===== src/core/pllsf_defines.svh =====
// Offsets, field positions, reset values and thresholds of the
// synthesizer status block.
// Assumes a 32-bit APB register port with byte addresses.
`ifndef PLLSF_DEFINES_SVH
`define PLLSF_DEFINES_SVH

`define PLLSF_ADDR_W 8
`define PLLSF_ADDR_STATUS 8'h00
`define PLLSF_ADDR_CONTROL 8'h04

`define PLLSF_STS_CLK_MODE 7
`define PLLSF_STS_RATIO_SEL 6
`define PLLSF_STS_REF_SRC 5
`define PLLSF_STS_STICKY 4
`define PLLSF_STS_LIVE_LOCK 3
`define PLLSF_STS_LOSS_CLK 2

`define PLLSF_CTL_MULT_LSB 0
`define PLLSF_CTL_MULT_MSB 2
`define PLLSF_CTL_FAST_WAKE 3
`define PLLSF_CTL_STPMD_LSB 4
`define PLLSF_CTL_STPMD_MSB 5
`define PLLSF_CTL_RESET 32'h0000_0000

// Stop-mode settings at or above this one switch the PLL off
`define PLLSF_STPMD_PLL_OFF 2'h2

// Mode codes read as mode:select:reference
`define PLLSF_MODE_EXT 3'h0
`define PLLSF_MODE_ONE 3'h4
`define PLLSF_MODE_NRM_EXT 3'h6
`define PLLSF_MODE_NRM_XTAL 3'h7

// Frequency error thresholds in hundredths of a percent
`define PLLSF_ERR_W 16
`define PLLSF_LOCK_ACQ 16'h004B
`define PLLSF_LOCK_LOSE 16'h0096

`endif


===== src/core/pllsf_pkg.sv =====
// Types shared by the synthesizer status block.
// Assumes pllsf_defines.svh is on the include path.
`include "pllsf_defines.svh"

package pllsf_pkg;

  typedef struct packed {
    logic psel;
    logic penable;
    logic pwrite;
    logic [`PLLSF_ADDR_W-1:0] paddr;
    logic [31:0] pwdata;
  } pllsf_apb_req_s;

  typedef struct packed {
    logic pready;
    logic [31:0] prdata;
    logic pslverr;
  } pllsf_apb_rsp_s;

  typedef enum logic [1:0] {
    ST_RUN,
    ST_STOP_OFF,
    ST_WAKE_WAIT
  } pllsf_state_e;

endpackage


===== src/core/pllsf_lock_detect.sv =====
// Live lock flag with acquire and lose thresholds.
// Assumes freqErr is an absolute error measured on sys_clk.
`timescale 1ns/1ns
`default_nettype none
`include "pllsf_defines.svh"

module pllsf_lock_detect #(
  parameter logic [`PLLSF_ERR_W-1:0] ACQ_ERR = `PLLSF_LOCK_ACQ,
  parameter logic [`PLLSF_ERR_W-1:0] LOSE_ERR = `PLLSF_LOCK_LOSE
) (
  input wire logic sys_clk,
  input wire logic rst,
  input wire logic clkEn,
  input wire logic detEnable,
  input wire logic [`PLLSF_ERR_W-1:0] freqErr,
  output logic lockFlag
);
  import pllsf_pkg::*;

  logic lock_q;
  logic lock_d;
  wire logic errInside = (freqErr <= ACQ_ERR);
  wire logic errOutside = (freqErr > LOSE_ERR);

  // The gap between the two thresholds keeps the flag from chattering
  always_comb
  begin
    lock_d = lock_q;
    if (!detEnable)
      lock_d = 1'b0;
    else if (!lock_q && errInside)
      lock_d = 1'b1;
    else if (lock_q && errOutside)
      lock_d = 1'b0;
  end

  always_ff @(posedge sys_clk)
  begin
    if (rst)
      lock_q <= 1'b0;
    else if (clkEn)
      lock_q <= lock_d;
  end

  assign lockFlag = lock_q;

endmodule
`default_nettype wire


===== src/core/pllsf_status.sv =====
// Synthesizer status register with reset-captured clock mode, live and
// sticky lock flags, and the control bits that steer them.
// Assumes an APB master on sys_clk, strap pins from outside the clock
// domain, and frequency error and loss-of-clock from sys_clk logic.
`timescale 1ns/1ns
`default_nettype none
`include "pllsf_defines.svh"

module pllsf_status (
  input wire logic sys_clk,
  input wire logic rst,
  input wire logic clkEn,
  input wire pllsf_pkg::pllsf_apb_req_s apbReq,
  output pllsf_pkg::pllsf_apb_rsp_s apbRsp,
  input wire logic [2:0] clkModeStrap,
  input wire logic stopReq,
  input wire logic [`PLLSF_ERR_W-1:0] freqErr,
  input wire logic lossOfClock,
  output logic pllEnable,
  output logic [2:0] multiplierField,
  output logic fastWakeupBit,
  output logic porLockOk
);
  import pllsf_pkg::*;

  // Map any strap pattern onto one of the four legal modes
  function automatic logic [2:0] decodeMode(input logic [2:0] strap);
    logic [2:0] mode;
    mode = `PLLSF_MODE_NRM_EXT;
    if (!strap[2])
      mode = `PLLSF_MODE_EXT;
    else if (!strap[1])
      mode = `PLLSF_MODE_ONE;
    else if (strap[0])
      mode = `PLLSF_MODE_NRM_XTAL;
    return mode;
  endfunction

  // Address decode for the error answer only; the read path compares the address itself
  function automatic logic isMapped(input logic [`PLLSF_ADDR_W-1:0] a);
    return (a == `PLLSF_ADDR_STATUS) || (a == `PLLSF_ADDR_CONTROL);
  endfunction

  // Strap synchroniser, two flops per pin. The flops have no reset, so
  // they follow the pins while rst is high and the mode can be captured
  // from the second flop before reset is released.
  wire logic [2:0] strapSync;

  generate
    for (genvar gi = 0; gi < 3; gi++)
    begin : g_strap
      logic meta_q;
      logic sync_q;

      always_ff @(posedge sys_clk)
      begin
        if (clkEn)
        begin
          meta_q <= clkModeStrap[gi];
          sync_q <= meta_q;
        end
      end

      assign strapSync[gi] = sync_q;
    end
  endgenerate

  // Reset is synchronous, so the mode is taken on the edges while rst
  // is high; hold rst for at least three edges so the value is settled.
  logic [2:0] clkMode_q;
  logic strapSeen_q;
  wire logic [2:0] strapMode = decodeMode(strapSync);

  always_ff @(posedge sys_clk)
  begin
    if (rst)
    begin
      clkMode_q <= strapMode;
      strapSeen_q <= 1'b0;
    end
    else if (clkEn)
      strapSeen_q <= 1'b1;
  end

  wire logic pll_clock_source_flag = clkMode_q[2];

  // Control register: multiplier, fast wakeup and stop behaviour
  logic [2:0] mult_q;
  logic fastWake_q;
  logic [1:0] stpmd_q;
  wire logic [31:0] ctlReset = `PLLSF_CTL_RESET;

  wire logic setupPhase = apbReq.psel && !apbReq.penable;
  wire logic accessPhase = apbReq.psel && apbReq.penable;
  wire logic addrMapped = isMapped(apbReq.paddr);
  wire logic hitControl = apbReq.paddr == `PLLSF_ADDR_CONTROL;
  wire logic hitStatus = apbReq.paddr == `PLLSF_ADDR_STATUS;
  wire logic ctlWrite = accessPhase && apbReq.pwrite && hitControl;
  wire logic [2:0] wrMult =
    apbReq.pwdata[`PLLSF_CTL_MULT_MSB:`PLLSF_CTL_MULT_LSB];
  wire logic multChange = ctlWrite && (wrMult != mult_q);

  always_ff @(posedge sys_clk)
  begin
    if (rst)
    begin
      mult_q <= ctlReset[`PLLSF_CTL_MULT_MSB:`PLLSF_CTL_MULT_LSB];
      fastWake_q <= ctlReset[`PLLSF_CTL_FAST_WAKE];
      stpmd_q <= ctlReset[`PLLSF_CTL_STPMD_MSB:`PLLSF_CTL_STPMD_LSB];
    end
    else if (clkEn && ctlWrite)
    begin
      mult_q <= wrMult;
      fastWake_q <= apbReq.pwdata[`PLLSF_CTL_FAST_WAKE];
      stpmd_q <= apbReq.pwdata[`PLLSF_CTL_STPMD_MSB:`PLLSF_CTL_STPMD_LSB];
    end
  end

  // Stop sequencing for the sticky flag
  pllsf_state_e state_q;
  pllsf_state_e state_d;
  wire logic stopKillsPll = stpmd_q >= `PLLSF_STPMD_PLL_OFF;
  wire logic pllOff = (state_q == ST_STOP_OFF);
  wire logic lockNow;

  always_comb
  begin
    state_d = state_q;
    case (state_q)
      ST_RUN:
        if (stopReq && stopKillsPll && pll_clock_source_flag)
          state_d = ST_STOP_OFF;
      ST_STOP_OFF:
        if (!stopReq)
          state_d = ST_WAKE_WAIT;
      ST_WAKE_WAIT:
        if (lockNow)
          state_d = ST_RUN;
      default:
        state_d = ST_RUN;
    endcase
  end

  always_ff @(posedge sys_clk)
  begin
    if (rst)
      state_q <= ST_RUN;
    else if (clkEn)
      state_q <= state_d;
  end

  // Live lock detector; idle while the PLL is off or bypassed
  assign pllEnable = pll_clock_source_flag && !pllOff;

  pllsf_lock_detect u_lock (
    .sys_clk(sys_clk),
    .rst(rst),
    .clkEn(clkEn),
    .detEnable(pllEnable),
    .freqErr(freqErr),
    .lockFlag(lockNow)
  );

  // Sticky lock: armed by reset or a multiplier change, set by lock,
  // cleared by an unintended lock loss.
  logic sticky_q;
  logic sticky_d;
  logic armed_q;
  logic armed_d;
  logic lockPrev_q;
  wire logic lockLost = lockPrev_q && !lockNow;
  wire logic inRun = (state_q == ST_RUN);

  always_comb
  begin
    sticky_d = sticky_q;
    armed_d = armed_q;
    if (!pll_clock_source_flag)
    begin
      sticky_d = 1'b1;
      armed_d = 1'b0;
    end
    else if (inRun)
    begin
      if (multChange)
        armed_d = 1'b1;
      if (lockLost)
      begin
        sticky_d = 1'b0;
        armed_d = 1'b0;
      end
      else if (armed_q && lockNow)
      begin
        // A fresh change in the same cycle keeps the arming for later
        sticky_d = 1'b1;
        armed_d = multChange;
      end
    end
    // Outside run the flag is frozen at its pre-stop value
  end

  always_ff @(posedge sys_clk)
  begin
    if (rst)
    begin
      // External clock mode must read set at the very first read
      sticky_q <= !strapMode[2];
      armed_q <= 1'b1;
      lockPrev_q <= 1'b0;
    end
    else if (clkEn)
    begin
      sticky_q <= sticky_d;
      armed_q <= armed_d;
      lockPrev_q <= lockNow;
    end
  end

  // Fast wakeup hides the saved flag until the PLL is locked again
  wire logic stickyShown = (state_q == ST_WAKE_WAIT) && fastWake_q ?
    1'b0 : sticky_q;

  // Status fields, high bit first; loss of clock means nothing without
  // the PLL, so it is masked in external clock mode.
  wire logic [2:0] stsMode = clkMode_q;
  wire logic stsSticky = stickyShown;
  wire logic stsLive = lockNow;
  wire logic stsLoss = lossOfClock && pll_clock_source_flag;
  wire logic [1:0] stsRsvd = 2'h0;

  wire logic [7:0] statusByte = {
    stsMode,
    stsSticky,
    stsLive,
    stsLoss,
    stsRsvd
  };

  wire logic [31:0] controlWord = {
    26'h000_0000,
    stpmd_q,
    fastWake_q,
    mult_q
  };

  wire logic [31:0] readMux =
    hitStatus ? {24'h00_0000, statusByte} :
    hitControl ? controlWord : 32'h0000_0000;

  // Read data is snapped in the setup phase, so a read that meets a
  // lock change in its access cycle returns the state of the cycle
  // before; this saves a combinational path from the detector to prdata.
  logic [31:0] prdata_q;

  always_ff @(posedge sys_clk)
  begin
    if (rst)
      prdata_q <= 32'h0000_0000;
    else if (clkEn && setupPhase && !apbReq.pwrite)
      prdata_q <= readMux;
  end

  // Zero wait states; writes to status are dropped without error
  assign apbRsp.pready = 1'b1;
  assign apbRsp.prdata = prdata_q;
  assign apbRsp.pslverr = accessPhase && !addrMapped;

  // Registered lock for the power-on reset release, so that it holds
  // no combinational path back to the detector
  logic porLock_q;

  always_ff @(posedge sys_clk)
  begin
    if (rst)
      porLock_q <= 1'b0;
    else if (clkEn)
      porLock_q <= lockNow && strapSeen_q;
  end

  assign porLockOk = porLock_q;
  assign multiplierField = mult_q;
  assign fastWakeupBit = fastWake_q;

endmodule
`default_nettype wire


===== config.mk =====
export PLATFORM = sky130hd
export DESIGN_NAME = pllsf_status
export DESIGN_NICKNAME = d
export VERILOG_FILES = /design/src/core/pllsf_pkg.sv /design/src/core/pllsf_lock_detect.sv /design/src/core/pllsf_status.sv
export VERILOG_INCLUDE_DIRS = /design/src /design/src/core
export SDC_FILE = /design/constraint.sdc
export NUM_CORES = 1
export LEC_CHECK = 0
export BUFFER_PORTS_ARGS = -buffer_cell sky130_fd_sc_hd__clkbuf_2
export CORE_ASPECT_RATIO = 0.9
export CORE_UTILIZATION = 47
export CTS_BUF_LIST = sky130_fd_sc_hd__clkbuf_4 sky130_fd_sc_hd__clkbuf_8
export DETAILED_ROUTE_END_ITERATION = 6
export MAX_ROUTING_LAYER = met4
export PLACE_DENSITY = 0.95
export RECOVER_POWER = 100
export SYNTH_ARGS = -nofsm -noshare
export SYNTH_HDL_FRONTEND = slang
export SYNTH_HIERARCHICAL = 1
export SYNTH_SLANG_ARGS = --single-unit

===== constraint.sdc =====
create_clock -name sys_clk -period 4.7 [get_ports sys_clk]
set_input_delay 0.94 -clock sys_clk [delete_from_list [all_inputs] [get_ports sys_clk]]
set_output_delay 0.94 -clock sys_clk [all_outputs]
set_load 0.01 [all_outputs]

; Yosys cells after proc, flatten, opt, wreduce, memory -nomap -nowiden
; Cells that the tools add are included.
[totals]
elab_cells = 92
latchBits = 0
ram_bits = 0
register_bits = 55
rom_bits = 0
memories = 0
[classes]
n_div = 0
n_mux = 24
n_lt_le_gt_ge = 3
n_reduce_logical = 34
mul = 0
n_shift = 0
eq_ne = 12
add_sub_neg = 0
bitwise_logic = 0
[ops]
columns = op, n
row1 = 1-bit logical AND, 19
row2 = "16-bit by 8-bit > comparator with 1-bit output, second input constant", 1
row3 = "16-bit by 7-bit <= comparator with 1-bit output, second input constant", 1
row4 = 1-bit 2-to-1 mux, 16
row5 = "8-bit by 3-bit equality test with 1-bit output, second input constant", 1
row6 = 8-bit zero test, 1
row7 = 2-bit 2-to-1 mux, 4
row8 = 8-bit 2-to-1 mux, 1
row9 = 1-bit zero test, 6
row10 = 6-bit 2-to-1 mux, 1
row11 = "2-bit by 1-bit != test with 1-bit output, second input constant", 3
row12 = 2-bit case mux with 3 select lines, 1
row13 = 3-bit AND reduction, 2
row14 = "4-bit by 1-bit != test with 1-bit output, second input constant", 1
row15 = "4-bit by 2-bit != test with 1-bit output, second input constant", 1
row16 = 2-bit AND reduction, 2
row17 = 4-bit AND reduction, 1
row18 = 3-bit 2-to-1 mux, 1
row19 = "3-bit by 2-bit != test with 1-bit output, second input constant", 1
row20 = 3-bit != test, 1
row21 = "3-bit != test, second input constant", 1
row22 = "2-bit by 1-bit equality test with 1-bit output, second input constant", 1
row23 = "2-bit equality test, second input constant", 1
row24 = "2-bit >= comparator, second input constant", 1
row25 = 4 further kinds, 4

; Depth between registers and ports, before layout
[depth]
ltp_word = 9
mapped_depth = 6

; Modules after synthesis
; The synthesis kept the hierarchy.
[by_module_without_submodules]
columns = module, n_inst, seq_area_each_um2, area_per_inst_um2, cells_each
row1 = pllsf_status, 1, 700.7, 1546.5, 160
row2 = pllsf_lock_detect, 1, 20.0, 110.1, 14

; Worst setup path before layout
; Ideal clock, no wire load.
[synth_timing]
path_type = input-to-output
start = input port apbReq[32] in the netlist's numbering
end = output port apbRsp[0] in the netlist's numbering
cell_stages = 3
required_time_ns = 3.760
slack_ns = 2.138
n_path_buf = 0
arrival_ns = 1.622
cell_sequence = nor4_2 > nand2_1 > and3_1
[synth_rtl]
columns = element, line_no
row1 = start: declaration, pllsf_status.sv:13  ; input wire pllsf_pkg::pllsf_apb_req_s apbReq,
row2 = end: declaration, pllsf_status.sv:14  ; output pllsf_pkg::pllsf_apb_rsp_s apbRsp,

; Worst setup path after layout
[layout_timing]
start = input port clkEn
end = register prdata_q[3]
[layout_between]
elab_chain_len = 2
[layout_lines]
columns = element, line_no
row1 = start: declaration, pllsf_status.sv:12  ; input wire logic clkEn,
row2 = 1-bit logical AND (2 in series), pllsf_status.sv:259  ; else if (clkEn && setupPhase && !apbReq.pwrite)
row3 = end signal: assignment, pllsf_status.sv:260  ; prdata_q <= readMux;
row4 = end: declaration, pllsf_status.sv:253  ; logic [31:0] prdata_q;
; No other way between the ends.
; A chain may end at the register's enable or synchronous reset.

==> metrics.csv <==
metric,value,unit
peakVddDrop,173,µV
cp-end-kind,flip-flop,
syn_avg_cell_area,9.52,µm²
synth.cell_area,0.00166,mm²
synth_seq_area_share,43.5,%
fin_tns_setup,0,ps
clock-sinks,31,
fin_nets,294,
slew_headroom,15.6,%
synthArstFlopShare,0,%
multi_input_area,748,µm²
tightest_slew,1270,ps
ys_warn_count,6,
drc,0,
overflow,0,
chipHeight,58.3,µm
pwr-share-clk,37.6,%
htreeDepth,2,
syn_to_final_growth,13.7,%
finalCritPeriodShare,70.8,%
antenna_found_initial,0,
initial_utilization,49.0,%
synthCells,174,
drtAntennaViolNets,0,
required,4890,ps
nFillCells,330,
coreArea,0.00338,mm²
arrival,3520,ps
finalSetupViolations,0,
die_w,64.6,µm
cts_made_buffers,5,
wire_per_inst,11.9,µm
hold_class,reg -> reg,
grt_max_degree,30,
p_sw,126,µW
cts_resized,0,
clockBufferDepth,2,
numPortBuffers,55,
slew_violations,0,
critPathMaxFanout,17,
p_leak,0.808,nW
p_per_area,290,mW/mm²
root_buffer,clkbuf_8,
drv_cap,0,
fp-row-count,20,
grt_usage,18.1,%
clkLatencyLatePin,280,ps
cts_tree,yes,
holdBufCountCts,0,
synth_edf_count,10,
ys.flop_type,dfxtp_1,
avgViaCountPerCell,5.13,
p_comb_share,9.7,%
drive_gt1_share,23.2,%
first_pass_iters,4,
seqPwrFrac,52.8,%
post_cts_buffers,0,
switching_share,23.0,%
min_period,3330,ps
clk_pin_slew,60,ps
grt_pass1_wl,5090,µm
design_area,0.00188,mm²
seqCellArea,721,µm²
drt_iter0_drc,100,
wirelength,3230,µm
place.gp.congestion,0.804,
p_int,420,µW
worstSetupStartpointType,input port,
place_area,0.00184,mm²
hold_viol,0,
n_antenna_cell,0,
outcome,"complete, no violations",
timing.fmax,301,MHz
clock_skew,8.71,ps
io_pins,107,
dp.final_hpwl,2420,µm
ys_ff_latch,31,
critical_path_class,in -> reg,
ys_types,47,
rsz0062_at_grt,false,
die_area,0.00377,mm²
vias,1396,
grt_pass1_vias,1168,
[metrics by stage]
step	utilization [%]	hold WS [ps]	cells	worst slack [ps]	power (mW)
CTS	57.2	422	272	1830	0.553
detailed placement	54.6	408	264	1820	0.349
global placement	54.6	403	264	1860	0.347
finish	55.8	421	272	1370	0.546
global route	55.8	428	272	1050	0.570
floorplan	-	400	197	2140	0.339
[routing by layer]
metal  GRT usage [%]  wire (µm)  vias to the layer above  share of wire (%)
li1                -          -                      686                  -
met1            22.4       1420                      644                 44
met2            29.6       1560                       61                 48
met3            4.84        224                        5                6.9
met4            4.76         33                        0                1.0
met5               -          0                        -                  0
[cell usage in the layout (no fill, tap or decap), drive strengths merged, types with 3 or more instances in the layout]
cell,synthesis,layout
nor3,4,4
and2,3,3
o21ai,3,3
edfxtp,10,10
conb,2,25
nand4,8,8
dfxtp,21,21
mux2i,7,7
a21oi,12,12
nand3,5,5
xor2,3,3
clkbuf,4,62
nor2,13,13
nand2,16,16
inv,4,3
and3,4,4
[worst paths after layout]
path / startpoint / end / slack, ps / depth (start not counted)
max: clkEn / prdata_q[3] / 1370 / 5
min: g_strap[1].meta_q / g_strap[1].sync_q / 420 / 0
max reg2reg: clkMode_q[2] / u_lock/lockFlag / 3010 / 4
min reg2reg: g_strap[1].meta_q / g_strap[1].sync_q / 420 / 0
[synthesized netlist by cell type (2+ instances only)]
| master | n | share of area [%] |
|---|---|---|
| a211oi_1 | 2 | 0.91 |
| a21oi_1 | 11 | 3.3 |
| a31oi_1 | 2 | 0.76 |
| and2_0 | 2 | 0.76 |
| and3_1 | 4 | 1.5 |
| buf_4 | 25 | 11 |
| buf_6 | 2 | 1.4 |
| clkbuf_1 | 4 | 0.91 |
| conb_1 | 2 | 0.45 |
| dfxtp_1 | 21 | 25 |
| edfxtp_1 | 10 | 18 |
| inv_1 | 3 | 0.68 |
| mux2_2 | 2 | 1.4 |
| mux2i_1 | 7 | 4.2 |
| nand2_1 | 16 | 3.6 |
| nand3_1 | 5 | 1.5 |
| nand4_1 | 8 | 3.0 |
| nor2_1 | 13 | 2.9 |
| nor3_1 | 3 | 0.91 |
| o21ai_0 | 2 | 0.60 |
| or4b_4 | 2 | 1.7 |
| xor2_1 | 3 | 1.6 |
[final cells by class]
class | count | area share, %
multi-input combinational | 130 | 39.7
sequential | 31 | 38.2
timing repair buffer | 55 | 13.5
clock buffer | 7 | 4.45
tap | 44 | 2.92
inverter | 4 | 0.863
clock inverter | 1 | 0.266
[cells by family after synthesis]
group           count (synthesis)  synth area share (%)
simple gates                   63                  21.3
mux                             9                  5.59
buf+inv                        36                  15.0
flops                          31                  43.5
compound gates                 30                  12.6
xor+xnor                        3                  1.59
other cells                     2                 0.453
[critical path, stage by stage]
cell and delay (ps):
clkbuf_1 580, clkinvlp_2 550, nor4b_1 1070, nand3_1 180, a21oi_1 190
[power by group through the flow]
stage / sequential, mW / clock, mW / combinational (mW)
6_report: 0.288 / 0.205 / 0.0528
5_1_grt: 0.289 / 0.222 / 0.0588
4_1_cts: 0.288 / 0.210 / 0.0551
3_5_place_dp: 0.294 / 0 / 0.0548
3_3_place_gp: 0.293 / 0 / 0.0533
2_1_floorplan: 0.292 / 0 / 0.0474
[state kept, by name, indices dropped and copies added (netlist names)]
| register | flops |
|---|---|
| fastWakeupBit | 1 |
| strapSeen_q | 1 |
| lockPrev_q | 1 |
| armed_q | 1 |
| g_strap.sync_q | 3 |
| state_q | 2 |
| u_lock/lockFlag | 1 |
| prdata_q | 8 |
| multiplierField | 3 |
| stpmd_q | 2 |
| sticky_q | 1 |
| g_strap.meta_q | 3 |
| porLockOk | 1 |
| clkMode_q | 3 |
Note: power is estimated with default switching activity, not from simulation.
